## config.mk

```make
export PLATFORM = sky130hd
export DESIGN_NAME = sar_adc_mux_control
export DESIGN_NICKNAME = d
export VERILOG_FILES = /design/src/hw/sar_pkg.sv /design/src/hw/channel_latch.sv /design/src/hw/sar_adc_mux_control.sv
export VERILOG_INCLUDE_DIRS = /design/src /design/src/hw
export SDC_FILE = /design/constraint.sdc
export NUM_CORES = 1
export LEC_CHECK = 0
export ABC_AREA = 1
export BUFFER_PORTS_ARGS = -buffer_cell sky130_fd_sc_hd__buf_2
export CORE_ASPECT_RATIO = 1.1
export CORE_MARGIN = 1
export CORE_UTILIZATION = 40
export DETAILED_ROUTE_END_ITERATION = 8
export PLACE_DENSITY = 0.69
export SETUP_SLACK_MARGIN = 0.3
export SKIP_LAST_GASP = 1
export SLEW_MARGIN = 30
export SYNTH_ARGS = -nofsm -noshare
export SYNTH_HDL_FRONTEND = slang
export SYNTH_SLANG_ARGS = --single-unit
```

## constraint.sdc

```tcl
create_clock -name mclk -period 1.5 [get_ports mclk]
set_input_delay 0.15 -clock mclk [delete_from_list [all_inputs] [get_ports mclk]]
set_output_delay 0.15 -clock mclk [all_outputs]
set_load 0.02 [all_outputs]
```

## src/hw/sar_consts.svh

```systemverilog
// Constants for the successive-approximation converter control
`ifndef SAR_CONSTS_SVH
`define SAR_CONSTS_SVH
`define CLK_PERIOD_NS 40
`define CONV_CLOCKS 64
`define RESULT_BITS 8
`define STEP_CLOCKS (`CONV_CLOCKS / `RESULT_BITS)
`define STEP_CNT_W 3
`define BIT_IDX_W 3
`define STEP_LAST 3'h7
`define BIT_MSB 3'h7
`define BIT_LSB 3'h0
`define ZERO_BYTE 8'h00
`define DONE_FALL_MAX 8
`define CONV_AGE_W 7
`endif

```

## src/hw/sar_pkg.sv

```systemverilog
// Types for the successive-approximation converter control
package sar_pkg;
  typedef enum logic [3:0] {
    ST_IDLE = 4'b0001,
    ST_ARMED = 4'b0010,
    ST_CONV = 4'b0100,
    ST_LOAD = 4'b1000
  } conv_state_t;
  typedef logic [7:0] result_t;
endpackage : sar_pkg

```

## src/hw/channel_latch.sv

```systemverilog
// Channel select latch and analog selector control
`timescale 1ns/1ps
`include "sar_consts.svh"
module channel_latch
  import sar_pkg::*;
(
  input wire logic mclk,
  input wire logic rst,
  input wire logic addr_latch,
  input wire logic sel_a,
  input wire logic sel_b,
  input wire logic sel_c,
  output logic [2:0] channel,
  output logic [7:0] mux_onehot
);
  logic latch_prev_q;
  logic latch_prev_d;
  logic [2:0] chan_q;
  logic [2:0] chan_d;

  always_comb begin
    latch_prev_d = addr_latch;
    chan_d = chan_q;
    if (addr_latch && !latch_prev_q) begin
      chan_d = {sel_c, sel_b, sel_a};
    end
  end

  always_ff @(posedge mclk) begin
    if (rst) begin
      latch_prev_q <= 1'b0;
      chan_q <= 3'h0;
    end else begin
      latch_prev_q <= latch_prev_d;
      chan_q <= chan_d;
    end
  end

  assign channel = chan_q;
  assign mux_onehot = 8'h01 << chan_q;
endmodule : channel_latch

```

## src/hw/sar_adc_mux_control.sv

```systemverilog
// Successive-approximation converter control with channel selector
// Behaviour
// - Capture channel select lines on rising edge of address latch strobe.
// - Latched value C,B,A picks analog input N for binary value N.
// - Clear approximation register when conversion trigger rises.
// - Start approximation only when conversion trigger falls.
// - A new trigger pulse abandons a running conversion and restarts.
// - Done output goes low within zero to eight clocks after trigger rise.
// - Output data register loads one clock before done rises.
// - Eight approximation steps, one bit each, MSB to LSB.
// - Done fed back to trigger gives continuous conversion.
// - Result is positive-true binary.
// - Data outputs driven only while output enable is high.
`timescale 1ns/1ps
`include "sar_consts.svh"
module sar_adc_mux_control
  import sar_pkg::*;
(
  input wire logic mclk,
  input wire logic rst,
  input wire logic addr_latch,
  input wire logic sel_a,
  input wire logic sel_b,
  input wire logic sel_c,
  output logic [7:0] mux_onehot,
  input wire logic conversion_trigger,
  input wire logic comp_above,
  output logic [7:0] trial_code,
  output logic conv_done,
  input wire logic out_enable,
  output logic [7:0] data_out,
  output logic [7:0] data_oe
);
  // ***********************************************
  // Channel selector
  // ***********************************************
  logic [2:0] channel;

  channel_latch i_channel_latch (
    .mclk(mclk),
    .rst(rst),
    .addr_latch(addr_latch),
    .sel_a(sel_a),
    .sel_b(sel_b),
    .sel_c(sel_c),
    .channel(channel),
    .mux_onehot(mux_onehot)
  );

  // ***********************************************
  // Conversion sequencer
  // ***********************************************
  conv_state_t state_q;
  conv_state_t state_d;
  logic trig_prev_q;
  logic trig_prev_d;
  result_t approx_q;
  result_t approx_d;
  result_t result_q;
  result_t result_d;
  logic [`STEP_CNT_W-1:0] step_q;
  logic [`STEP_CNT_W-1:0] step_d;
  logic [`BIT_IDX_W-1:0] bit_q;
  logic [`BIT_IDX_W-1:0] bit_d;
  logic done_q;
  logic done_d;
  logic trig_rise;
  logic trig_fall;

  function automatic result_t bit_mask(input logic [`BIT_IDX_W-1:0] idx);
    bit_mask = result_t'(1) << idx;
  endfunction : bit_mask

  assign trig_rise = conversion_trigger && !trig_prev_q;
  assign trig_fall = !conversion_trigger && trig_prev_q;

  always_comb begin
    state_d = state_q;
    trig_prev_d = conversion_trigger;
    approx_d = approx_q;
    result_d = result_q;
    step_d = step_q;
    bit_d = bit_q;
    done_d = done_q;
    if (trig_rise) begin
      state_d = ST_ARMED;
      approx_d = `ZERO_BYTE;
      done_d = 1'b0;
    end else begin
      unique case (state_q)
        ST_IDLE: begin
        end
        ST_ARMED: begin
          if (trig_fall) begin
            state_d = ST_CONV;
            step_d = '0;
            bit_d = `BIT_MSB;
            approx_d = bit_mask(`BIT_MSB);
          end
        end
        ST_CONV: begin
          step_d = step_q + 1'b1;
          if (step_q == `STEP_LAST) begin
            // Keep trial bit when input is at or above the trial level
            approx_d = comp_above ? approx_q : (approx_q & ~bit_mask(bit_q));
            if (bit_q == `BIT_LSB) begin
              // Result register leads done by one clock
              result_d = approx_d;
              state_d = ST_LOAD;
            end else begin
              bit_d = bit_q - 1'b1;
              approx_d = approx_d | bit_mask(bit_q - 1'b1);
            end
          end
        end
        ST_LOAD: begin
          state_d = ST_IDLE;
          done_d = 1'b1;
        end
      endcase
    end
  end

  always_ff @(posedge mclk) begin
    if (rst) begin
      state_q <= ST_IDLE;
      trig_prev_q <= 1'b0;
      approx_q <= `ZERO_BYTE;
      result_q <= `ZERO_BYTE;
      step_q <= '0;
      bit_q <= `BIT_MSB;
      done_q <= 1'b0;
    end else begin
      state_q <= state_d;
      trig_prev_q <= trig_prev_d;
      approx_q <= approx_d;
      result_q <= result_d;
      step_q <= step_d;
      bit_q <= bit_d;
      done_q <= done_d;
    end
  end

  // ***********************************************
  // Outputs
  // ***********************************************
  assign trial_code = approx_q;
  assign conv_done = done_q;
  assign data_out = result_q;
  assign data_oe = {`RESULT_BITS{out_enable}};

  // ***********************************************
  // Checks
  // ***********************************************
  logic [`CONV_AGE_W-1:0] conv_age_q;
  logic [`CONV_AGE_W-1:0] conv_age_d;

  // Clocks spent approximating, for the length check
  always_comb begin
    conv_age_d = '0;
    if (state_q == ST_CONV) begin
      conv_age_d = conv_age_q + 1'b1;
    end
  end

  always_ff @(posedge mclk) begin
    if (rst) begin
      conv_age_q <= '0;
    end else begin
      conv_age_q <= conv_age_d;
    end
  end
endmodule : sar_adc_mux_control

```

# Word-level counts from Yosys, hierarchy flattened

Cells that the tools add are included.

Register bits: 32
Input bits: 9
Output and inout port bits: 33
Logic and storage cells: 63

Add/subtract/negate cells: 2
Eq/ne operators: 11
Shift-type cells: 3
Multiplexer cells: 16
Bitwise operators: 4
Reduce and logical (&&, ||, !) cells: 17

Operators by type and width:

| kind                                             | count |
|---|---|
| two-way mux 8 bit                                | 4 |
| << shifter 1 x 3 -> 8 bit (first input constant) | 3 |
| one-hot mux 8 bit (2 select lines)               | 1 |
| two-way mux 3 bit                                | 4 |
| two-way mux 4 bit                                | 3 |
| one-hot mux 3 bit (2 select lines)               | 2 |
| one-hot mux 4 bit (3 select lines)               | 1 |
| AND reduction 4 bit                              | 3 |
| != test 3 bit (second input constant)            | 3 |
| AND 8 bit                                        | 1 |
| != test 2 bit (second input constant)            | 4 |
| NOT 8 bit                                        | 1 |
| OR 8 bit                                         | 1 |
| AND reduction 3 bit                              | 2 |
| AND reduction 5 bit                              | 1 |
| == test 4 x 2 -> 1 bit (second input constant)   | 1 |
| == test 4 x 3 -> 1 bit (second input constant)   | 1 |
| == test 4 bit (second input constant)            | 1 |
| nonzero test 4 bit                               | 1 |
| adder 3 x 1 -> 3 bit (second input constant)     | 1 |
| == test 3 bit (second input constant)            | 1 |
| logical AND 1 bit                                | 3 |
| zero test 1 bit                                  | 3 |
| zero test 3 bit                                  | 1 |
| other kinds (6)                                  | 6 |

# Logic depth before layout (Yosys ltp)

Gate-level depths: netlist of the first run.

Word-level depth: 8
Depth in mapped cells: 9

# Cells and area by module

From an unflattened synthesis of the first run, not the netlist that was laid out.

Cells, all modules: 271
Area total of the unflattened synthesis: 1929.4 um^2

Modules (own cells, without submodules):

| module              | times used | cells each | area an instance (um^2) | seq. area each (um^2) |
|---|---|---|---|---|
| sar_adc_mux_control | 1          | 236        | 1696.6                  | 560.5 |
| channel_latch       | 1          | 35         | 232.7                   | 80.1 |

# Least setup slack after synthesis of the first run

OpenSTA, ideal clock, no wires.

Path type: register to register
From: reg bit_q[0]
To: reg approx_q[1] (netlist: trial_code[1])
Arrival time: 1321 ps
Required time: 1436 ps
Path slack: 115 ps
Cell stages (with the launch flop): 8
Cells stage by stage: dfxtp_1 inv_1 ha_1 xnor2_1 nand2_1 o21ai_0 nor2_1 nor2_1

Word-level cells in the longest chain between the ends: 8
Elaborated cells on any way between the ends: 11
Those cells by class: 1 x add/sub; 2 x shift; 4 x mux; 3 x bitwise; 1 x reduce/logical

RTL lines:

| item                                                              | line                       | RTL |
|---|---|---|
| start, declared                                                   | sar_adc_mux_control.sv:63  | `` logic [`BIT_IDX_W-1:0] bit_q; `` |
| start signal, assigned                                            | sar_adc_mux_control.sv:131 | `` bit_q <= `BIT_MSB; `` |
| start signal, assigned                                            | sar_adc_mux_control.sv:139 | `bit_q <= bit_d;` |
| branches (longest 5 deep; another with subtractor 3 x 1 -> 3 bit) | -                          |  |
| two-way mux 8 bit *                                               | sar_adc_mux_control.sv:106 | `` if (bit_q == `BIT_LSB) begin `` |
| two-way mux 8 bit *                                               | sar_adc_mux_control.sv:103 | `` if (step_q == `STEP_LAST) begin `` |
| one-hot mux 8 bit (2 select lines) *                              | sar_adc_mux_control.sv:90  | `unique case (state_q)` |
| end signal, assigned                                              | sar_adc_mux_control.sv:128 | `` approx_q <= `ZERO_BYTE; `` |
| end signal, assigned                                              | sar_adc_mux_control.sv:136 | `approx_q <= approx_d;` |
| end, declared                                                     | sar_adc_mux_control.sv:57  | `result_t approx_q;` |

Every way passes the cells marked *. The select of a mux whose other input is x is not followed.
A chain may end at the register's enable or synchronous reset.

# Worst setup path in the final report of the first run

From: reg step_q[0]
To: reg result_q[0] (netlist: data_out[0])

Word-level cells in the longest chain between the ends: 2

RTL lines:

| item                                 | line                       | RTL |
|---|---|---|
| start, declared                      | sar_adc_mux_control.sv:61  | `` logic [`STEP_CNT_W-1:0] step_q; `` |
| start signal, assigned               | sar_adc_mux_control.sv:138 | `step_q <= step_d;` |
| == test 3 bit (no source line)       | -                          |  |
| AND reduction 4 bit (no source line) | -                          |  |
| end signal, assigned                 | sar_adc_mux_control.sv:129 | `` result_q <= `ZERO_BYTE; `` |
| end signal, assigned                 | sar_adc_mux_control.sv:137 | `result_q <= result_d;` |
| end, declared                        | sar_adc_mux_control.sv:59  | `result_t result_q;` |

No other way between the ends.

==> flow_summary_export.csv, run 1 <==
group,metric,value,unit
outcome,outcome,"completed",
clock_network,htree_levels,2,
synthesis,synth_most_common_cell,"nand2_1",
sta,tightest_slew,0.3831,ns
clock_network,cts_hold_buf,0,
sta,period_minus_slack,1.397,ns
detailed_routing,routed_wl,4.766,mm
synthesis,yosysWarnings,0,
setup_path,reg2reg_from,"step_q[0]",
sta,rsz0062_at_grt,"true",
setup_path,cp_max_fo,6,
synthesis,synth_area_leader_cell,"dfxtp_1",
setup_path,worstPathArrival,1.62,ns
floorplanning,core,4285,µm²
setup_path,required,1.72,ns
setup_path,end_kind,"flip-flop",
detailed_routing,ant_nets,0,
synthesis,ys_seq_elements,32,
detailed_routing,drc_errors,0,
synthesis,yosysTopAreaCellShare,36.11,%
pwr,p_per_area,793.0,nW/µm²
global_route,grt_util_met2,36.77,%
global_route,antenna_found_initial,0,
global_route,grt_use_met3,4.777,%
setup_path,cp_top_family,"flip-flops",
synthesis,ys_top_cells_by_area,"dfxtp_1 (36%), nand2_1 (8.7%), ha_1 (7.1%)",
setup_path,crit_slowest_cell,"dfxtp_4",
clock_network,clock-sinks,32,
sta,holdWs,0.07218,ns
cells_and_area,drive_gt1_share,46.05,%
cells_and_area,nets,309,
setup_path,crit_path_max_incr_delay,0.38,ns
synthesis,yosysSeqAreaShare,36.11,%
cells_and_area,layout.cells.non_filler,345,
sta,setup_violations,0,
sta,fin_crit_sh,93.10,%
detailed_routing,drtPass1Iterations,5,
min_path,min_from,"addr_latch",
place,place_inst,322,
synthesis,synth_cell_types,29,
global_route,met1_usage,24.78,%
synthesis,async_flop_share,0,%
synthesis,synth_top_cells_by_count,"nand2_1 (41), dfxtp_1 (32), nor2_1 (29)",
floorplanning,ioPinCount,42,
min_path,hold_class,"input port to flip-flop",
sta,drv_slew,0,
sta,max_clock_freq,716.1,MHz
clock_network,clockBufferDepth,2,
detailed_routing,drt_iter0_drc,82,
synthesis,synth_edf_count,0,
floorplanning,rows,25,
floorplanning,die_area,4706,µm²
place,dpl_cell_area,2074,µm²
global_route,grt_pass1_wl,7.762,mm
synthesis,synth_flop_cell,"dfxtp_1",
pwr,peakVddDrop,0.4196,mV
global_route,track_usage,21.75,%
cells_and_area,final_cell_area,2541,µm²
global_route,grt_max_degree,13,
setup_path,cp_common_cell,"ha_4",
synthesis,syn_inst,242,
place,port_buffers,32,
pwr,p_leak,1.119,nW
synthesis,syn_nets,261,
setup_path,crit_chain,"ha_4 -> ha_4 -> nand2_4 -> nor3_4 -> buf_6 -> o21ai_0 -> a21oi_1",
job,drv_cap,0,
setup_path,path_buf_inv,1,
floorplanning,die_y,71.85,µm
sta,fin_tns_setup,0,ns
clock_network,cts_root_buffer,"clkbuf_8",
clock_network,cts_buffers,5,
place,gp_congestion,0.9469,
sta,fin_skew,0.007314,ns
place,dpl.hpwl,3.116,mm
floorplanning,start_util,41.40,%
setup_path,crit_start,"step_q[0]",
clock_network,path_clk_slew,0.07,ns
clock_network,clk_latency,0.29,ns
sta,relSlewSlack,74.43,%
global_route,grt_pass1_vias,1706,
sta,final_hold_viol_count,0,
global_route,grt.busiest_layer,"met2",
global_route,overflow,0,
detailed_routing,route.vias.total,1804,
detailed_routing,wl_per_cell,13.81,µm
setup_path,cp-start-kind,"flip-flop",
synthesis,syn_area_per_cell,7.331,µm²
cells_and_area,diodes,0,
setup_path,critPathKind,"flip-flop to flip-flop",
floorplanning,dieWidth,65.50,µm
cells_and_area,syn_to_final_growth,43.23,%
clock_network,cts_tree,"done",
detailed_routing,vias_per_cell,5.229,
synthesis,synth_area,1774,µm²
## metrics by stage
| stage | setup slack [ns] | total power, mW | utilization (%) |
|---|---|---|---|
| 3_3_place_gp | 0.1278 | 1.131 | 48.41 |
| 2_1_floorplan | 0.2517 | 1.099 | - |
| 3_5_place_dp | 0.1156 | 1.132 | 48.41 |
| 4_1_cts | 0.1554 | 1.988 | 56.38 |
| 5_1_grt | 0.02796 | 2.104 | 59.30 |
| 6_report | 0.1035 | 2.015 | 59.30 |
## cell families (layout without fill, tap and decap cells)
family,after synthesis,count (layout),share of synthesized area (%)
simple gates,111,114,30.82
compound gates,45,45,14.03
buf+inv,43,89,11.49
flops,32,32,36.11
fa+ha+maj,10,10,7.052
xor+xnor,1,1,0.4937
## cell type report
class,instances,area [µm²]
Clock inverter,2,35.03
Tap cell,54,67.56
Fill cell,360,1744
Timing Repair Buffer,51,337.8
Multi-Input combinational cell,170,1215
Sequential cell,32,675.6
Inverter,30,137.6
Clock buffer,6,72.57
## state kept, by name, indices dropped and copies added (netlist names)
| name | count |
|---|---|
| i_channel_latch.channel | 3 |
| bit_q | 3 |
| data_out | 8 |
| i_channel_latch.latch_prev_q | 1 |
| trig_prev_q | 1 |
| conv_done | 1 |
| state_q | 4 |
| step_q | 3 |
| trial_code | 8 |
## cell usage in the layout (no fill, tap or decap), types with 3 or more instances in the layout
cell / netlist / layout
nand2_1: 41 / 35
nor2_1: 29 / 26
buf_2: 1 / 24
buf_4: 9 / 23
inv_1: 26 / 20
dfxtp_1: 32 / 20
nand3_1: 16 / 15
a21oi_1: 16 / 13
nor3_2: 0 / 8
o21ai_0: 15 / 8
o21ai_1: 6 / 8
dfxtp_4: 0 / 8
nand2_2: 2 / 6
nor2_4: 1 / 5
o21ai_2: 0 / 5
ha_4: 0 / 5
ha_1: 10 / 5
clkbuf_8: 0 / 5
inv_6: 0 / 4
inv_2: 4 / 4
nand2_4: 3 / 4
nor2_2: 4 / 4
buf_6: 1 / 4
dfxtp_2: 0 / 4
a21oi_2: 0 / 3
## routing by layer
layer | wire, µm | vias up | part of all wire [%]
li1 | - | 895 | -
met1 | 1948 | 841 | 41
met2 | 2428 | 55 | 51
met3 | 235 | 13 | 4.9
met4 | 154 | 0 | 3.2
met5 | 0 | - | 0
## where the power goes
group	total, mW	switching (mW)	internal [mW]
logic	0.293	0.179	0.114
registers	0.902	0.0358	0.867
clock network	0.819	0.327	0.493
total	2.02	0.542	1.47
## worst paths after layout
check / to / slack (ns) / depth (start not counted)
worst min-delay path: i_channel_latch.latch_prev_q / 0.07 / 3
worst max register to register: data_out[0] / 0.10 / 7
worst max-delay path: data_out[0] / 0.10 / 7
worst min register to register: conv_done / 0.46 / 2
## tightest hold or removal path, stage by stage
cell,delay (ns)
buf_2,0.07
inv_1,0.04
nor2_1,0.07
## what timing repair did
item,CTS,global route
gates resized for setup,37,36
buffers inserted,9,2
pin swaps,12,9
setup endpoints to repair,32,33
gates cloned,4,0
No activity file was read; power rests on OpenSTA's default activity.
==> inputs of run 2 (changes only) <==
--- a/config.mk
+++ b/config.mk
@@ -12,7 +12,7 @@
 export CORE_MARGIN = 1
 export CORE_UTILIZATION = 40
 export DETAILED_ROUTE_END_ITERATION = 8
-export PLACE_DENSITY = 0.69
+export PLACE_DENSITY = 0.68
 export SETUP_SLACK_MARGIN = 0.3
 export SKIP_LAST_GASP = 1
 export SLEW_MARGIN = 30
==> run 2 against run 1 <==
- worst setup slack better by 0.010 ns
- critical path type unchanged
- final cell count is 0.29% higher
- hold slack gained 0.00071 ns
- clock skew is 0.0021 ns lower
- critical endpoint is now data_out[3]
- sequential cell count unchanged
- non-clock buffer count up 2
- global-route usage is 0.49 points lower
- first-iteration DRC count grew 23%
- core utilization about the same
- clock power is 2.6% higher
- via count is 0.11% higher
- final area hardly changed
==> flow_summary_export.csv, run 2 (synthesis results as in run 1) <==
group,metric,value,unit
outcome,outcome,"completed",
detailed_routing,vias_per_cell,5.220,
place,pre_cts_slack,0.1003,ns
pwr,p_leak,1.103,nW
place,port_buffers,32,
cells_and_area,multi_input_area,1232,µm²
cells_and_area,mostFrequentLayoutCell,"nand2_1",
floorplanning,die_area,4706,µm²
detailed_routing,route.vias.total,1806,
sta,fin_ws,0.1136,ns
detailed_routing,drt_iter0_drc,101,
clock_network,htree_levels,2,
place,dpl_cell_area,2087,µm²
setup_path,cp_max_fo,12,
setup_path,reg2reg_from,"state_q[2]",
cells_and_area,drive_gt1_share,45.55,%
sta,fin_crit_sh,92.43,%
sta,period_minus_slack,1.386,ns
place,gp_congestion,0.9501,
cells_and_area,syn_to_final_growth,43.30,%
cells_and_area,postLayoutCoreUtil,59.33,%
cells_and_area,layout.cells.non_filler,346,
pwr,switching_share,27.59,%
setup_path,crit_end,"data_out[3]",
setup_path,rr_endpoint,"data_out[3]",
pwr,combinationalPowerShare,14.4,%
setup_path,worstPathArrival,1.61,ns
detailed_routing,drc_errors,0,
pwr,seqPwrFrac,44.2,%
global_route,track_usage,21.26,%
sta,final_hold_viol_count,0,
floorplanning,dieWidth,65.50,µm
clock_network,cts_tree,"done",
sta,tightest_slew,0.3299,ns
clock_network,cts_buffers,5,
floorplanning,die_y,71.85,µm
sta,holdWs,0.07288,ns
sta,drv_slew,0,
detailed_routing,wl_per_cell,13.99,µm
sta,fin_skew,0.005174,ns
cells_and_area,seq_area,664.4,µm²
pwr,total_power,2.031,mW
sta,fin_tns_setup,0,ns
floorplanning,core,4285,µm²
sta,setup_violations,0,
detailed_routing,ant_nets,0,
cells_and_area,most-common-layout-cells,"nand2_1 (34), buf_2 (30), nor2_1 (26)",
pwr,p_int,1.471,mW
cells_and_area,fill_cells,371,
global_route,grt_pass1_wl,7.541,mm
sta,max_clock_freq,721.3,MHz
pwr,p_sw,560.2,µW
place,place_inst,322,
global_route,grt_max_degree,13,
clock_network,clock-sinks,32,
cells_and_area,nets,310,
floorplanning,rows,25,
job,drv_cap,0,
cells_and_area,final_cell_area,2542,µm²
clock_network,cts_root_buffer,"clkbuf_8",
pwr,p_per_area,798.8,nW/µm²
setup_path,r2r_slack,0.11,ns
clock_network,cts_hold_buf,0,
setup_path,cp-start-kind,"flip-flop",
place,dpl.hpwl,3.143,mm
clock_network,clockBufferDepth,2,
setup_path,critPathKind,"flip-flop to flip-flop",
floorplanning,start_util,41.40,%
sta,rsz0062_at_grt,"true",
pwr,p_clk_share,41.4,%
global_route,antenna_found_initial,0,
setup_path,rr_worst_depth,7,
cells_and_area,diodes,0,
global_route,overflow,0,
global_route,grt_pass1_vias,1698,
setup_path,crit_start,"state_q[2]",
floorplanning,ioPinCount,42,
clock_network,clk_latency,0.29,ns
setup_path,end_kind,"flip-flop",
min_path,hold_class,"input port to flip-flop",
sta,relSlewSlack,77.99,%
pwr,peakVddDrop,0.4849,mV
detailed_routing,drtPass1Iterations,5,
setup_path,required,1.73,ns
clock_network,path_clk_slew,0.07,ns
detailed_routing,routed_wl,4.841,mm
## run 2: critical path, cell delays in order (launching register included)
cell and delay [ns]:
dfxtp_4 0.38, inv_2 0.05, nor2_4 0.15, nand2_8 0.12, nor3_4 0.25, buf_12 0.16, o21ai_0 0.07, a21oi_1 0.13
## run 2: metal layers
metal	wire, µm	track usage [%]	vias up
met4	162	10.87	0
met1	1928	23.78	838
met5	0	0	-
met3	236	4.618	18
met2	2513	37.34	63
li1	-	-	887
## run 2: worst min-delay path by stage
stage | start | end | slack [ns] | cells after the start
2_1_floorplan | addr_latch | i_channel_latch.latch_prev_q | 0.27 | 2
3_3_place_gp | out_enable | data_oe[3] | 0.30 | 0
3_5_place_dp | out_enable | data_oe[3] | 0.30 | 0
4_1_cts | addr_latch | i_channel_latch.latch_prev_q | 0.07 | 3
5_1_grt | addr_latch | i_channel_latch.latch_prev_q | 0.08 | 3
6_report | addr_latch | i_channel_latch.latch_prev_q | 0.07 | 3
## run 2: power groups by stage
stage	Combinational, mW	Sequential [mW]	Clock (mW)
floorplan	0.184	0.914	0
global placement	0.216	0.914	0
detailed placement	0.216	0.916	0
CTS	0.258	0.896	0.856
global route	0.317	0.901	0.888
finish	0.293	0.898	0.840
## run 2: final cells by class
type | instances | share of cell area [%]
Clock inverter | 3 | 1.673
Tap cell | 54 | 2.657
Timing Repair Buffer | 53 | 13.63
Clock buffer | 5 | 2.707
Multi-Input combinational cell | 169 | 48.47
Sequential cell | 32 | 26.13
Inverter | 30 | 4.724
## run 2: timing repair
item	CTS	global route
endpoints found under the setup margin	32	33
gates cloned	1	1
pin swaps	14	6
resized for setup	32	24
buffers inserted	12	2
